==> config.mk <==
export PLATFORM = sky130hd
export DESIGN_NAME = uwfc_uart
export DESIGN_NICKNAME = d
export VERILOG_FILES = /design/src/logic/uwfc_pkg.sv /design/src/logic/uwfc_buf2.sv /design/src/logic/uwfc_uart.sv
export SDC_FILE = /design/constraint.sdc
export NUM_CORES = 1
export LEC_CHECK = 0
export CAP_MARGIN = 5
export CORE_MARGIN = 4
export CORE_UTILIZATION = 40
export DETAILED_ROUTE_END_ITERATION = 16
export DONT_BUFFER_PORTS = 1
export PLACE_DENSITY_LB_ADDON = 0.3
export SYNTH_ARGS = -nofsm -noshare
export SYNTH_HDL_FRONTEND = slang
export SYNTH_SLANG_ARGS = --single-unit
==> constraint.sdc <==
create_clock -name i_clk_sys -period 3.1 [get_ports i_clk_sys]
set_input_delay 0.93 -clock i_clk_sys [delete_from_list [all_inputs] [get_ports i_clk_sys]]
set_output_delay 0.93 -clock i_clk_sys [all_outputs]
set_load 0.1 [all_outputs]
==> src/logic/uwfc_pkg.sv <==
// Constants, state enumerations and shared helpers of the UART with flow control.
// Assumes a single 50 MHz system clock and an asynchronous active-low module reset.
// Functional notes
// - Programmable baud divider covers common rates, fastest being 1 Mbps.
// - CTS handshake can be enabled or left off by configuration; RTS is driven in every configuration.
// - RTS is driven OFF whenever incoming data cannot be accepted, including sleep.
// - Frame is 8 data bits, optional even parity, then one stop bit.
// - After reset the frame format is 8N1 until configured otherwise.
// - Data bits go out and come in least significant bit first.
// - CTS is an optional handshake input, RTS an optional handshake output.
package uwfc_pkg;

    localparam int          CLK_HZ      = 50_000_000;
    localparam int          CLK_MHZ     = CLK_HZ / 1_000_000;
    localparam int          BIT_NS_MIN  = 1000;
    localparam int          CNT_W       = 16;
    localparam int          DATA_BITS   = 8;
    localparam int          BUF_DEPTH   = 2;
    localparam logic [15:0] DIV_MIN     = 16'((BIT_NS_MIN * CLK_MHZ) / 1000);
    localparam logic [15:0] DIV_RST     = 16'h01B2;
    localparam logic        PAR_EN_RST  = 1'b0;
    localparam logic        FLOW_EN_RST = 1'b0;

    typedef enum logic [2:0] {
        UWFC_TX_IDLE,
        UWFC_TX_START,
        UWFC_TX_DATA,
        UWFC_TX_PAR,
        UWFC_TX_STOP
    } uwfc_tx_st_t;

    typedef enum logic [2:0] {
        UWFC_RX_IDLE,
        UWFC_RX_START,
        UWFC_RX_DATA,
        UWFC_RX_PAR,
        UWFC_RX_STOP
    } uwfc_rx_st_t;

    // Even parity bit for one data byte
    function automatic logic uwfc_parity8(input logic [7:0] d);
        return ^d;
    endfunction

endpackage

==> src/logic/uwfc_buf2.sv <==
// Small FIFO between the receiver and the consumer of received bytes.
// Assumes writer and reader share the system clock; depth must be a power of two.
`timescale 1ns/1ps
module uwfc_buf2 #(
    parameter int W     = 8,
    parameter int DEPTH = 2
) (
    // Clock and reset
    input  wire logic           i_clk_sys,
    input  wire logic           i_reset_n,
    // Filling side
    input  wire logic [W-1:0]   i_in_data,
    input  wire logic           i_in_valid,
    output logic                o_in_ready,
    // Draining side
    output logic [W-1:0]        o_out_data,
    output logic                o_out_valid,
    input  wire logic           i_out_ready
);
    localparam int PW = (DEPTH > 1) ? $clog2(DEPTH) : 1;

    if (DEPTH < 2 || (DEPTH & (DEPTH - 1)) != 0) begin : g_chk
        $error("uwfc_buf2: DEPTH must be a power of two, at least 2");
    end

    typedef struct packed {
        logic [DEPTH-1:0][W-1:0] mem;
        logic [PW-1:0]           wp;
        logic [PW-1:0]           rp;
        logic [PW:0]             cnt;
    } uwfc_buf_st_t;

    uwfc_buf_st_t s_reg;
    uwfc_buf_st_t s_next;
    logic         push;
    logic         pop;

    assign o_in_ready  = (s_reg.cnt != (PW+1)'(DEPTH));
    assign o_out_valid = (s_reg.cnt != '0);
    assign o_out_data  = s_reg.mem[s_reg.rp];
    assign push        = i_in_valid & o_in_ready;
    assign pop         = o_out_valid & i_out_ready;

    always_comb begin
        s_next = s_reg;
        if (push) begin
            s_next.mem[s_reg.wp] = i_in_data;
            s_next.wp            = s_reg.wp + 1'b1;
        end
        if (pop) begin
            s_next.rp = s_reg.rp + 1'b1;
        end
        if (push && !pop) begin
            s_next.cnt = s_reg.cnt + 1'b1;
        end else if (pop && !push) begin
            s_next.cnt = s_reg.cnt - 1'b1;
        end
    end

    always_ff @(posedge i_clk_sys or negedge i_reset_n) begin
        if (!i_reset_n) begin
            s_reg <= '0;
        end else begin
            s_reg <= s_next;
        end
    end

endmodule // uwfc_buf2

==> src/logic/uwfc_uart.sv <==
// UART transmitter and receiver with optional RTS/CTS handshake and even parity.
// Assumes pins arrive asynchronously; configuration and streams are on i_clk_sys.
`timescale 1ns/1ps
module uwfc_uart (
    // Clock and reset
    input  wire logic               i_clk_sys,
    input  wire logic               i_reset_n,
    // Configuration, taken on i_cfg_wr; i_sleep acts directly
    input  wire logic               i_cfg_wr,
    input  wire logic [15:0]        i_cfg_div,
    input  wire logic               i_cfg_par_en,
    input  wire logic               i_cfg_flow_en,
    input  wire logic               i_sleep,
    // Transmit stream
    input  wire logic [7:0]         i_tx_data,
    input  wire logic               i_tx_valid,
    output logic                    o_tx_ready,
    output logic                    o_tx_busy,
    // Receive stream
    output logic [7:0]              o_rx_data,
    output logic                    o_rx_valid,
    input  wire logic               i_rx_ready,
    output logic                    o_rx_par_err,
    output logic                    o_rx_frm_err,
    output logic                    o_rx_overrun,
    // Serial pins
    output logic                    o_txd,
    input  wire logic               i_rxd,
    output logic                    o_rts_n,
    input  wire logic               i_cts_n
);
    import uwfc_pkg::*;

    if (DIV_MIN < 16'h0004) begin : g_chk
        $error("uwfc_uart: clock too slow for the fastest baud rate");
    end

    typedef struct packed {
        logic [15:0]  cfg_div;
        logic         cfg_par;
        logic         cfg_flow;
        logic         cfg_seen;
        logic         cts_s1;
        logic         cts_s2;
        logic         rxd_s1;
        logic         rxd_s2;
        uwfc_tx_st_t  tx_st;
        logic [15:0]  tx_cnt;
        logic [2:0]   tx_bit;
        logic [7:0]   tx_sh;
        logic         tx_par;
        logic         txd;
        uwfc_rx_st_t  rx_st;
        logic [15:0]  rx_cnt;
        logic [2:0]   rx_bit;
        logic [7:0]   rx_sh;
        logic         rx_push;
        logic [7:0]   rx_word;
        logic         par_err;
        logic         frm_err;
        logic         ovr;
        logic         rts_n;
    } uwfc_uart_st_t;

    uwfc_uart_st_t s_reg;
    uwfc_uart_st_t s_next;
    logic          buf_in_ready;
    logic          tx_ready;

    // CTS high means the peer is not ready
    assign tx_ready = (s_reg.tx_st == UWFC_TX_IDLE) && !(s_reg.cfg_flow && s_reg.cts_s2);

    always_comb begin
        s_next         = s_reg;
        s_next.cts_s1  = i_cts_n;
        s_next.cts_s2  = s_reg.cts_s1;
        s_next.rxd_s1  = i_rxd;
        s_next.rxd_s2  = s_reg.rxd_s1;
        s_next.rx_push = 1'b0;
        s_next.par_err = 1'b0;
        s_next.frm_err = 1'b0;
        // Push was a single-cycle offer; a full buffer drops it
        s_next.ovr     = s_reg.rx_push & ~buf_in_ready;
        s_next.rts_n   = ~(buf_in_ready & ~i_sleep);

        if (i_cfg_wr) begin
            // Divisors below the 1 Mbps figure are raised to it
            s_next.cfg_div  = (i_cfg_div < DIV_MIN) ? DIV_MIN : i_cfg_div;
            s_next.cfg_par  = i_cfg_par_en;
            s_next.cfg_flow = i_cfg_flow_en;
            s_next.cfg_seen = 1'b1;
        end

        // Transmitter
        case (s_reg.tx_st)
            UWFC_TX_IDLE: begin
                if (i_tx_valid && tx_ready) begin
                    s_next.tx_st  = UWFC_TX_START;
                    s_next.tx_sh  = i_tx_data;
                    s_next.tx_par = uwfc_parity8(i_tx_data);
                    s_next.tx_cnt = s_reg.cfg_div - 16'h0001;
                    s_next.tx_bit = 3'h0;
                    s_next.txd    = 1'b0;
                end
            end
            default: begin
                if (s_reg.tx_cnt != 16'h0000) begin
                    s_next.tx_cnt = s_reg.tx_cnt - 16'h0001;
                end else begin
                    s_next.tx_cnt = s_reg.cfg_div - 16'h0001;
                    case (s_reg.tx_st)
                        UWFC_TX_START: begin
                            s_next.tx_st = UWFC_TX_DATA;
                            s_next.txd   = s_reg.tx_sh[0];
                        end
                        UWFC_TX_DATA: begin
                            s_next.tx_sh  = {1'b0, s_reg.tx_sh[7:1]};
                            s_next.tx_bit = s_reg.tx_bit + 3'h1;
                            if (s_reg.tx_bit != 3'h7) begin
                                s_next.txd = s_reg.tx_sh[1];
                            end else if (s_reg.cfg_par) begin
                                s_next.tx_st = UWFC_TX_PAR;
                                s_next.txd   = s_reg.tx_par;
                            end else begin
                                s_next.tx_st = UWFC_TX_STOP;
                                s_next.txd   = 1'b1;
                            end
                        end
                        UWFC_TX_PAR: begin
                            s_next.tx_st = UWFC_TX_STOP;
                            s_next.txd   = 1'b1;
                        end
                        default: begin
                            // One stop bit; CTS is not looked at mid-frame
                            s_next.tx_st = UWFC_TX_IDLE;
                            s_next.txd   = 1'b1;
                        end
                    endcase
                end
            end
        endcase

        // Receiver, sampling mid-bit
        case (s_reg.rx_st)
            UWFC_RX_IDLE: begin
                if (!s_reg.rxd_s2) begin
                    s_next.rx_st  = UWFC_RX_START;
                    s_next.rx_cnt = {1'b0, s_reg.cfg_div[15:1]};
                    s_next.rx_bit = 3'h0;
                end
            end
            default: begin
                if (s_reg.rx_cnt != 16'h0000) begin
                    s_next.rx_cnt = s_reg.rx_cnt - 16'h0001;
                end else begin
                    s_next.rx_cnt = s_reg.cfg_div - 16'h0001;
                    case (s_reg.rx_st)
                        UWFC_RX_START: begin
                            // Glitch shorter than half a bit is not a start
                            s_next.rx_st = s_reg.rxd_s2 ? UWFC_RX_IDLE : UWFC_RX_DATA;
                        end
                        UWFC_RX_DATA: begin
                            s_next.rx_sh  = {s_reg.rxd_s2, s_reg.rx_sh[7:1]};
                            s_next.rx_bit = s_reg.rx_bit + 3'h1;
                            if (s_reg.rx_bit == 3'h7) begin
                                s_next.rx_st = s_reg.cfg_par ? UWFC_RX_PAR : UWFC_RX_STOP;
                            end
                        end
                        UWFC_RX_PAR: begin
                            s_next.par_err = uwfc_parity8(s_reg.rx_sh) ^ s_reg.rxd_s2;
                            s_next.rx_st   = UWFC_RX_STOP;
                        end
                        default: begin
                            s_next.frm_err = ~s_reg.rxd_s2;
                            s_next.rx_word = s_reg.rx_sh;
                            s_next.rx_push = 1'b1;
                            s_next.rx_st   = UWFC_RX_IDLE;
                        end
                    endcase
                end
            end
        endcase
    end

    always_ff @(posedge i_clk_sys or negedge i_reset_n) begin
        if (!i_reset_n) begin
            s_reg          <= '0;
            s_reg.cfg_div  <= DIV_RST;
            s_reg.cfg_par  <= PAR_EN_RST;
            s_reg.cfg_flow <= FLOW_EN_RST;
            s_reg.cts_s1   <= 1'b1;
            s_reg.cts_s2   <= 1'b1;
            s_reg.rxd_s1   <= 1'b1;
            s_reg.rxd_s2   <= 1'b1;
            s_reg.txd      <= 1'b1;
            s_reg.rts_n    <= 1'b1;
        end else begin
            s_reg <= s_next;
        end
    end

    // Two entries; RTS turns off in sleep or once both are full, so no entry is left for a word still in flight
    uwfc_buf2 #(
        .W     (DATA_BITS),
        .DEPTH (BUF_DEPTH)
    ) u_rx_buf (
        .i_clk_sys   (i_clk_sys),
        .i_reset_n   (i_reset_n),
        .i_in_data   (s_reg.rx_word),
        .i_in_valid  (s_reg.rx_push),
        .o_in_ready  (buf_in_ready),
        .o_out_data  (o_rx_data),
        .o_out_valid (o_rx_valid),
        .i_out_ready (i_rx_ready)
    );

    assign o_tx_ready   = tx_ready;
    assign o_tx_busy    = (s_reg.tx_st != UWFC_TX_IDLE);
    assign o_txd        = s_reg.txd;
    assign o_rts_n      = s_reg.rts_n;
    assign o_rx_par_err = s_reg.par_err;
    assign o_rx_frm_err = s_reg.frm_err;
    assign o_rx_overrun = s_reg.ovr;

    AST_DIV_FLOOR: assert property (@(posedge i_clk_sys) disable iff (!i_reset_n)
        s_reg.cfg_div >= DIV_MIN)
        else $error("baud divisor below the 1 Mbps limit");

    AST_NOFLOW_READY: assert property (@(posedge i_clk_sys) disable iff (!i_reset_n)
        (!s_reg.cfg_flow && s_reg.tx_st == UWFC_TX_IDLE) |-> o_tx_ready)
        else $error("transmitter idle without handshake but not ready");

    AST_RTS_OFF: assert property (@(posedge i_clk_sys) disable iff (!i_reset_n)
        (i_sleep || !buf_in_ready) |=> o_rts_n)
        else $error("RTS active while data cannot be accepted");

    AST_STOP_HIGH: assert property (@(posedge i_clk_sys) disable iff (!i_reset_n)
        (s_reg.tx_st == UWFC_TX_STOP) |-> o_txd)
        else $error("stop bit not high");

    AST_RESET_8N1: assert property (@(posedge i_clk_sys) disable iff (!i_reset_n)
        !s_reg.cfg_seen |-> (!s_reg.cfg_par && !s_reg.cfg_flow && s_reg.cfg_div == DIV_RST))
        else $error("format left 8N1 before configuration");

    AST_LSB_FIRST: assert property (@(posedge i_clk_sys) disable iff (!i_reset_n)
        (s_reg.tx_st == UWFC_TX_START && s_reg.tx_cnt == 16'h0000)
        |=> (s_reg.tx_st == UWFC_TX_DATA && o_txd == $past(s_reg.tx_sh[0])))
        else $error("first data bit is not the LSB");

    AST_CTS_BLOCK: assert property (@(posedge i_clk_sys) disable iff (!i_reset_n)
        (s_reg.cfg_flow && s_reg.cts_s2 && s_reg.tx_st == UWFC_TX_IDLE)
        |-> (!o_tx_ready ##1 (s_reg.tx_st == UWFC_TX_IDLE && o_txd)))
        else $error("frame offered while CTS is off");

    AST_FRAME_FINISH: assert property (@(posedge i_clk_sys) disable iff (!i_reset_n)
        (s_reg.tx_st == UWFC_TX_DATA && s_reg.tx_cnt != 16'h0000) |=> (s_reg.tx_st == UWFC_TX_DATA))
        else $error("frame cut short mid data bit");

endmodule // uwfc_uart

; ---- Word-level counts from Yosys, hierarchy flattened
; Cells that the tools add are included.
[word_totals]
in_bits = 34
ff_bits = 117
word_cells = 132
[classes]
bitwise_logic = 12
muxes = 35
add_sub_neg = 9
magnitude_cmp = 4
n_reduce_logical = 29
n_eq_ne = 15
[op_table]
columns = operator, n
row1 = 2-to-1 mux 22 bit, 3
row2 = 2-to-1 mux 16 bit, 3
row3 = "subtractor 16 x 1 -> 16 bit, second input constant", 3
row4 = 2-to-1 mux 11 bit, 4
row5 = 2-to-1 mux 32 bit, 1
row6 = nonzero test 16 bit, 2
row7 = 2-to-1 mux 30 bit, 1
row8 = 2-to-1 mux 8 bit, 3
row9 = case mux 3 bit (3 select lines), 2
row10 = AND reduction 3 bit, 6
row11 = bitwise mux 16 bit, 1
row12 = "less-than comparator 16 x 6 -> 1 bit, second input constant", 1
row13 = XOR reduction 8 bit, 2
row14 = 2-to-1 mux 3 bit, 5
row15 = "== test 3 x 2 -> 1 bit, second input constant", 4
row16 = 2-to-1 mux 9 bit, 1
row17 = "!= test 3 bit, second input constant", 3
row18 = demux 8 bit (select 1 bit), 1
row19 = nonzero test 2 bit, 4
row20 = NOT 1 bit, 7
row21 = "adder 3 x 1 -> 3 bit, second input constant", 2
row22 = "== test 3 x 1 -> 1 bit, second input constant", 2
row23 = logical AND 1 bit, 6
row24 = zero test 3 bit, 2
row25 = other kinds (17), 35

; ---- Depth between registers and ports, before layout
; Gate-level depths: netlist of run 1.
[logic_depth]
ltp_word = 6
ltp_mapped = 9

; ---- By module
; From an unflattened synthesis of run 1, not the netlist that was laid out.
[hier_totals]
cells_unflattened = 581
area_unflattened_um2 = 6239.7
[by_module_without_submodules]
columns = module, seq_area_each_um2, cells_per_inst, n_inst, area_per_inst_um2
row1 = uwfc_uart, 2441.1, 521, 1, 5270.1
row2 = uwfc_buf2, 500.5, 60, 1, 969.7

; ---- Worst setup path after synthesis of run 1
; OpenSTA, ideal clock, no wires.
[synth_path]
kind = reg2out
from = register s_reg[74] (netlist name)
to = output port o_tx_ready
setup_slack_ps = -1118
arrival_time_ps = 3288
t_required_ps = 2170
stages_incl_launch_ff = 5
n_path_buf = 1
cell_sequence = dfrtp_1 > nor3_2 > inv_1 > clkbuf_1 > a21oi_1
[synth_via]
elab_chain_len = 2
[synth_rtl]
columns = item, line
row1 = from (decl), uwfc_uart.sv:65  ; uwfc_uart_st_t s_reg;
row2 = from (signal assigned), uwfc_uart.sv:198  ; s_reg <= s_next;
row3 = zero test 3 bit, uwfc_uart.sv:71  ; assign tx_ready = (s_reg.tx_st == UWFC_TX_IDLE) && !(s_reg.cfg_flow && s_reg.cts_s2);
row4 = logical AND 1 bit, uwfc_uart.sv:71
row5 = to (decl), uwfc_uart.sv:17  ; output logic o_tx_ready,
; No other way between the ends.

; ---- Final worst setup path of run 1
[layout_path]
from = register s_reg[56] (netlist name)
to = register s_reg[53] (netlist name)
[layout_via]
elab_chain_len = 3
[layout_rtl]
columns = item, line
row1 = nonzero test 16 bit, uwfc_uart.sv:107  ; if (s_reg.tx_cnt != 16'h0000) begin
row2 = != test 2 bit (no line), n/a
row3 = AND reduction 3 bit (no line), n/a
; No other way between the ends.
; A chain may end at the register's enable or synchronous reset.

==> results of run 1 <==
==> stage by stage <==
step           power [mW]  utilization, %  instance area [sq um]
4_1_cts              5.57            45.9                   6960
5_1_grt              5.88            45.9                   6960
2_1_floorplan        3.32               -                   6180
3_3_place_gp         3.56            42.1                   6370
3_5_place_dp         3.61            42.1                   6370
6_report             5.53            45.9                   6960
==> Yosys cell counts, drive strengths merged, types with 3 or more instances <==
master  number  area (sq um)
o311ai       4          35.0
a22oi        8          60.1
o31ai        3          22.5
inv         15          56.3
or3          6          37.5
a221oi       3          26.3
nand3       14          75.1
nand2       64           248
mux2i        9          90.1
a31oi        4          25.0
o221ai       7          61.3
xor2        14           123
a211oi      10          75.1
xnor2       26           228
o22a         3          26.3
nand2b       5          31.3
clkbuf      22          83.8
ha          10           125
nor2        41           154
a22o         6          52.6
a21oi       15          75.1
nor2b        3          18.8
a221o        4          40.0
and3         4          25.0
or4         11          86.3
nor4        16           136
dfstp       11           289
mux2        53           597
o211ai       4          30.0
nor3        19           100
buf          8          45.0
dfrtp      106          2650
o21ai       44           231
==> layout make-up <==
class	instances	area share [%]
multi-input cells	435	43.9
flip-flops and latches	117	42.3
clock buffers	18	6.31
well taps	188	3.38
clock inverters	14	2.07
repair buffers	10	1.26
inverters	15	0.809
==> cell usage in the layout (no fill, tap or decap), types with 15 or more instances in the layout <==
cell type  instances
dfrtp_1          106
nand2_1           63
mux2_2            51
nor2_1            41
o21ai_0           40
xnor2_1           26
nor3_1            18
clkbuf_16         17
inv_1             15
==> cells by family (layout without fill, tap and decap cells) <==
family	count (synthesis)	after routing	share of synthesized area, %
adder cells (fa/ha/maj)	10	10	2.03
buffers and inverters	45	57	3.00
multiplexers	62	62	11.1
AO/OA/AOI/OAI	129	129	14.3
flip-flops	117	117	47.7
AND/OR/NAND/NOR	194	194	16.2
XOR/XNOR	40	40	5.68
==> path summary, 6_finish.rpt <==
kind / from / to / slack [ns] / cells after the start
min in group i_clk_sys: s_next[75] / s_reg[75] / 0.36 / 0
setup reg to reg: s_reg[56] / s_reg[53] / 0.34 / 6
hold / removal: i_reset_n / u_rx_buf.s_reg[1] / 0.20 / 0
hold reg to reg: s_next[75] / s_reg[75] / 0.36 / 0
setup / recovery: s_reg[56] / s_reg[53] / 0.34 / 6
max in group asynchronous: i_reset_n / s_next[77] / 2.63 / 0
==> power breakdown <==
part / switching [mW] / internal (mW) / total (mW)
combinational: 0.703 / 0.566 / 1.27
clock: 0.783 / 1.15 / 1.93
sequential: 0.455 / 1.87 / 2.33
total: 1.94 / 3.59 / 5.53
==> routing by layer <==
metal	up-vias	share of wire [%]
met3	21	5.2
met5	-	0
met4	0	2.1
met2	138	46
li1	2202	-
met1	2282	46
==> flow_summary_export.csv, run 1 <==
group,metric,value,unit
clock_tree,cts_buffers,17,
route,dr.pass1.iters,5,
global_route,grt_use_met1,22.8,%
die,ios,50,
die,core_area,15100,sq um
route,first_iter_violations,326,
timing,finalCritPeriodShare,89.1,%
timing,hold_ws,0.198,ns
global_route,grt_pass1_wl,23600,um
global_route,track_usage,16.7,%
die,die_w,132,um
timing,fmax,362,MHz
clock_tree,cts_sinks,117,
clock_tree,insertion_delay,0.42,ns
timing,maxSlewViolCount,0,
global_route,grt_max_degree,118,
timing,finalSetupViolations,0,
final_layout,multi_input_area,3050,sq um
die,rows,45,
route,num_vias,4643,
final_layout,final_nets,640,
die,start_util,40.7,%
place,dp.cells,765,
global_route,grt_pass1_vias,4642,
final_layout,regArea,2940,sq um
place,portBuffers,0,
route,drtAntennaViolNets,0,
timing,rsz0062_at_grt,"no",
critical_path,cpPeakStageDelay,0.64,ns
die,die_y,132,um
critical_path,cp-end-kind,"flip-flop",
route,drt_wl_total,14000,um
final_layout,num_antenna_cells,0,
clock_tree,cts_setup_buffers,0,
clock_tree,cts-resized-gates,0,
critical_path,required,3.41,ns
synth,syn_area_per_cell,10.3,sq um
synth,ys_seq_elements,117,
synth,synthFlopType,"dfrtp_1",
synth,yosys_warnings,0,
final_layout,finalNonFillerCells,797,
global_route,gr-usage-met2,24.9,%
clock_tree,clk_pin_slew_worst_paths,0.06,ns
critical_path,critical_path.top_delay_family,"simple AND/OR/NAND/NOR gates",
critical_path,path_cells,"inv_1 -> ha_1 -> or4b_2 -> nor4_4 -> o22ai_1 -> mux2_2",
synth,synth_nets,641,
clock_tree,htree_levels,4,
global_route,grt.busiest_layer,"met2",
route,via_per_inst,5.83,
global_route,grtUsageMet3,5.42,%
synth,synth-seq-area-share,47.7,%
synth,ys_types,64,
critical_path,cp_num_buf_inv,1,
final_layout,drive_gt1_share,19.7,%
timing,finalHoldViolations,0,
timing,max_slew_margin,25.5,%
synth,synth_area,6170,sq um
place,place_ws,0.365,ns
critical_path,crit_type,"reg -> reg",
timing,worst_slack,0.338,ns
clock_tree,cts_max_path_buffers,2,
global_route,antenna_found_initial,0,
critical_path,worstPathArrival,3.07,ns
power_and_ir_drop,p_leak,2.98,nW
timing,fin_worst_skew,0.00810,ns
final_layout,fill_cells,1373,
route,drc,0,
timing,worst_pin_slew,1.12,ns
route,wl_per_cell,17.6,um
power_and_ir_drop,power_density,795,nW/um^2
job,max_cap_viol_count,0,
synth,synth_cells,597,
power_and_ir_drop,vdd_ir_drop_max,488,uV
global_route,overflow,0,
place,place.gp.congestion,0.884,
critical_path,path_max_fanout,18,
synth,synth_edf_count,0,
die,die-area,17500,sq um
clock_tree,cts_hold_buf,0,
critical_path,critPathLaunchType,"flip-flop",
min_path,hold_path.class,"in -> async",
run_status,status,"completed",
clock_tree,cts_tree,"yes",
synth,async_flop_share,100,%
critical_path,cp_slowest_cell,"or4b_2",
timing,setup_tns,0,ns
clock_tree,clock_tree.root_cell,"clkbuf_16",
place,dpl.hpwl,9790,um
final_layout,area_growth,12.8,%
final_layout,largest_reg_flops,90,
timing,fin_crit,2.76,ns
No activity file was read; power rests on OpenSTA's default activity.
==> run 2, diff against run 1 <==
==> constraint.sdc (replaced) <==
create_clock -name i_clk_sys -period 3.3 [get_ports i_clk_sys]
set_input_delay 0.99 -clock i_clk_sys [delete_from_list [all_inputs] [get_ports i_clk_sys]]
set_output_delay 0.99 -clock i_clk_sys [all_outputs]
set_load 0.1 [all_outputs]
==> run 2 against run 1 <==
- design area rose by 0.43%
- non-clock buffer count fell by 2
- largest power group unchanged
- worst hold slack improved by 0.066 ns
- routed wire length fell by 0.54%
- first-iteration DRC count rose by 38%
- maximum frequency rose by 1.3%
- clock-buffer cell count rose by 3
- sequential power fell by 6%
- via count fell by 0.80%
- register-to-register slack improved by 0.24 ns
- largest cell class unchanged
- global-route usage fell by 0.30 points
==> flow_summary_export.csv, run 2 (synthesized netlist as in run 1, its figures left out) <==
group,metric,value,unit
clock_tree,insertion_delay,0.41,ns
route,drt_wl_total,13900,um
min_path,hold_path.class,"in -> async",
power_and_ir_drop,clock_power_share,36.2,%
final_layout,post-route-util,46.1,%
final_layout,final_common_cell,"dfrtp_1",
route,wl_per_cell,17.5,um
final_layout,final_area,6990,sq um
final_layout,finalNonFillerCells,795,
job,max_cap_viol_count,0,
die,start_util,40.7,%
clock_tree,cts_sinks,117,
timing,hold_ws,0.265,ns
place,dp.cells,763,
global_route,overflow,0,
timing,max_slew_margin,17.8,%
final_layout,num_antenna_cells,0,
clock_tree,cts_tree,"yes",
global_route,grt_pass1_wl,23200,um
power_and_ir_drop,vdd_ir_drop_max,394,uV
timing,fin_crit,2.73,ns
critical_path,worstPathArrival,3.02,ns
die,core_area,15100,sq um
clock_tree,cts_setup_buffers,0,
critical_path,cp_slowest_cell,"or4_1",
timing,worst_pin_slew,1.23,ns
die,die_w,132,um
critical_path,path_cells,"inv_1 -> ha_1 -> or4b_1 -> or4_1 -> o21ai_4 -> mux2_1",
final_layout,area_growth,13.3,%
critical_path,critPathLaunchType,"flip-flop",
clock_tree,cts_buffers,17,
die,die_y,132,um
power_and_ir_drop,power,5.35,mW
critical_path,path_max_fanout,15,
power_and_ir_drop,p_switching,1.78,mW
timing,maxSlewViolCount,0,
place,portBuffers,0,
timing,fin_worst_skew,0.00658,ns
clock_tree,cts-resized-gates,0,
power_and_ir_drop,internal_power,3.57,mW
clock_tree,htree_levels,4,
clock_tree,clock_tree.root_cell,"clkbuf_16",
place,dpl.hpwl,9760,um
power_and_ir_drop,power_density,765,nW/um^2
die,rows,45,
place,placed_cell_area,6360,sq um
route,num_vias,4606,
route,via_per_inst,5.79,
global_route,track_usage,16.4,%
place,place.gp.congestion,0.866,
final_layout,largest_reg_flops,90,
clock_tree,cts_hold_buf,0,
route,dr.pass1.iters,7,
power_and_ir_drop,comb_power_share,22.9,%
route,drtAntennaViolNets,0,
final_layout,drive_gt1_share,19.4,%
timing,worst_slack,0.573,ns
route,drc,0,
critical_path,crit_type,"reg -> reg",
final_layout,final_nets,638,
global_route,antenna_found_initial,0,
global_route,grt_pass1_vias,4471,
critical_path,cpPeakStageDelay,0.82,ns
timing,fmax,367,MHz
final_layout,fill_cells,1396,
clock_tree,cts_max_path_buffers,2,
timing,rsz0062_at_grt,"no",
route,first_iter_violations,451,
power_and_ir_drop,share_seq_of_total_power,41.0,%
die,ios,50,
global_route,grt_max_degree,118,
critical_path,required,3.59,ns
run_status,status,"completed",
power_and_ir_drop,switching_share,33.3,%
timing,setup_tns,0,ns
clock_tree,clk_pin_slew_worst_paths,0.06,ns
critical_path,cp-end-kind,"flip-flop",
timing,finalCritPeriodShare,82.6,%
die,die-area,17500,sq um
place,place_ws,0.592,ns
timing,finalSetupViolations,0,
power_and_ir_drop,p_leak,2.98,nW
final_layout,final_cell_mix,"106 x dfrtp_1, 63 x nand2_1, 51 x mux2_2",
timing,finalHoldViolations,0,
[run 2: layer usage]
metal  routed length (um)  GRT usage [%]
met3                  797           4.54
met4                  363           7.33
met5                    0              0
met1                 6420           22.0
met2                 6340           24.8
[run 2: area by class of cell]
type | count | area [sq um] | share of cell area [%]
inverter | 15 | 56.3 | 0.806
clock inverter | 11 | 148 | 2.11
timing repair buffer | 8 | 72.6 | 1.04
sequential | 117 | 2940 | 42.1
tap | 188 | 235 | 3.37
multi-input combinational | 435 | 3050 | 43.7
clock buffer | 21 | 480 | 6.88
[run 2: power groups by stage]
| stage | Sequential, mW | Clock, mW | Combinational [mW] |
|---|---|---|---|
| after floorplan | 2.06 | 0 | 1.07 |
| after global placement | 2.18 | 0 | 1.17 |
| after detailed placement | 2.20 | 0 | 1.21 |
| after CTS | 2.18 | 1.97 | 1.22 |
| after global routing | 2.24 | 2.04 | 1.37 |
| final | 2.19 | 1.93 | 1.22 |
[run 2: worst paths after layout]
kind                                endpoint  slack, ns  cells past startpoint  startpoint
worst max-delay path               s_reg[40]       0.57                      6   s_reg[24]
worst min-delay path            o_rx_overrun       0.26                      0   i_reset_n
min in group i_clk_sys             s_reg[77]       0.36                      0  s_next[77]
worst max register to register     s_reg[40]       0.57                      6   s_reg[24]
max in group asynchronous         s_next[77]       2.80                      0   i_reset_n
worst min register to register     s_reg[77]       0.36                      0  s_next[77]
[run 2: worst max-delay path: cells and delay by family, from the launching register on]
family | cells | cell delay, ns
AOI/OAI and AO/OA | 1 | 0.28
adders and majority gates | 1 | 0.13
buffers and inverters | 1 | 0.09
DFF | 1 | 0.41
muxes | 1 | 0.35
and+or+nand+nor | 2 | 1.33
==> run 3, diff against run 2 <==
==> constraint.sdc (replaced) <==
create_clock -name i_clk_sys -period 2.7 [get_ports i_clk_sys]
set_input_delay 0.81 -clock i_clk_sys [delete_from_list [all_inputs] [get_ports i_clk_sys]]
set_output_delay 0.81 -clock i_clk_sys [all_outputs]
set_load 0.1 [all_outputs]
==> run 3 against run 2 <==
- utilization up 0.25 points
- first-iteration DRC count down 31%
- sequential share of layout area down 0.22 points
- clock power up 16%
- non-clock buffer count up 9
- global-route usage up 0.64 points
- critical path depth down 2
- clock-buffer cell count up 3
- total power up 20%
- design area up 0.54%
- register-to-register slack worse by 0.45 ns
- critical endpoint is now o_tx_ready
- highest routed layer unchanged
==> flow_summary_export.csv, run 3 (synthesized netlist as in run 1, its figures left out) <==
group,metric,value,unit
power_and_ir_drop,power_density,912,nW/um^2
timing,fin_crit,2.59,ns
final_layout,final_area,7030,sq um
final_layout,largest_reg_flops,90,
timing,hold_ws,0.0816,ns
timing,finalSetupViolations,0,
global_route,grt_pass1_wl,24000,um
die,die_y,132,um
timing,finalHoldViolations,0,
critical_path,path_cells,"nor3_4 -> inv_1 -> a21oi_4 -> buf_12",
global_route,grt_pass1_vias,4598,
power_and_ir_drop,p_leak,3.00,nW
final_layout,finalNonFillerCells,804,
timing,setup_tns,0,ns
final_layout,post-route-util,46.4,%
route,drt_wl_total,14100,um
clock_tree,insertion_delay,0.42,ns
timing,max_slew_margin,21.4,%
clock_tree,cts_setup_buffers,0,
job,max_cap_viol_count,0,
place,portBuffers,0,
clock_tree,htree_levels,4,
timing,fin_worst_skew,0.00846,ns
clock_tree,cts_sinks,117,
clock_tree,cts_buffers,17,
route,via_per_inst,5.72,
timing,worst_slack,0.108,ns
critical_path,cpPeakStageDelay,0.45,ns
critical_path,cp_slowest_cell,"dfrtp_1",
critical_path,required,1.89,ns
timing,rsz0062_at_grt,"no",
die,start_util,40.7,%
die,ios,50,
route,drc,0,
die,core_area,15100,sq um
route,first_iter_violations,312,
global_route,antenna_found_initial,0,
power_and_ir_drop,vdd_ir_drop_max,559,uV
route,drtAntennaViolNets,0,
final_layout,drive_gt1_share,20.1,%
min_path,hold_path.class,"in -> async",
clock_tree,clk_pin_slew_worst_paths,0.05,ns
global_route,overflow,0,
die,die-area,17500,sq um
clock_tree,cts_tree,"yes",
critical_path,crit_type,"reg -> out",
timing,finalCritPeriodShare,96.0,%
final_layout,final_common_cell,"dfrtp_1",
route,dr.pass1.iters,5,
critical_path,path_max_fanout,7,
clock_tree,cts_max_path_buffers,2,
final_layout,final_cell_mix,"106 x dfrtp_1, 63 x nand2_1, 51 x mux2_2",
die,rows,45,
clock_tree,cts_hold_buf,0,
place,dp.cells,772,
final_layout,area_growth,13.9,%
global_route,track_usage,17.0,%
route,wl_per_cell,17.6,um
power_and_ir_drop,power,6.41,mW
critical_path,worstPathArrival,1.78,ns
die,die_w,132,um
timing,maxSlewViolCount,0,
clock_tree,cts-resized-gates,0,
timing,fmax,386,MHz
run_status,status,"completed",
place,place_ws,0.126,ns
place,dpl.hpwl,9850,um
timing,worst_pin_slew,1.18,ns
route,num_vias,4597,
clock_tree,clock_tree.root_cell,"clkbuf_16",
critical_path,critPathLaunchType,"flip-flop",
global_route,grt_max_degree,118,
final_layout,final_nets,647,
final_layout,num_antenna_cells,0,
critical_path,cp-end-kind,"output port",
place,place.gp.congestion,0.923,
place,placed_cell_area,6430,sq um
-- run 3: power by group --
part,switching [mW],internal (mW),leakage (nW)
logic,0.833,0.663,1.24
clock network,0.790,1.45,0.278
registers,0.521,2.15,1.49
total,2.14,4.27,3.00
-- run 3: final timing paths --
kind                       startpoint           end  slack [ns]  depth (start not counted)
min in group i_clk_sys     s_next[77]     s_reg[77]        0.35                          0
min                         i_reset_n  o_rx_overrun        0.08                          0
max reg2reg                 s_reg[24]     s_reg[42]        0.12                          6
min reg2reg                s_next[77]     s_reg[77]        0.35                          0
max                         s_reg[74]    o_tx_ready        0.11                          4
max in group asynchronous   i_reset_n    s_next[77]        2.37                          0
-- run 3: layout make-up --
| class | instances | area (sq um) |
|---|---|---|
| Tap cell | 188 | 235 |
| Timing Repair Buffer | 17 | 140 |
| Clock buffer | 24 | 492 |
| Inverter | 15 | 56.3 |
| Clock inverter | 8 | 100 |
| Sequential cell | 117 | 2940 |
| Fill cell | 1398 | 8120 |
| Multi-Input combinational cell | 435 | 3060 |
-- run 3: worst max-delay path: cells and delay by family (launching register included) --
kind	cells	cell delay, ns
AO/OA/AOI/OAI	1	0.19
buffers and inverters	2	0.42
AND/OR/NAND/NOR	1	0.30
flip-flops	1	0.45
-- run 3: per-layer routing --
metal	up-vias	global-route usage [%]	share of wire, %
met5	-	0	0
met4	0	7.91	2.4
met3	21	5.11	6.8
met2	149	25.1	44
met1	2235	23.1	46
li1	2192	-	-
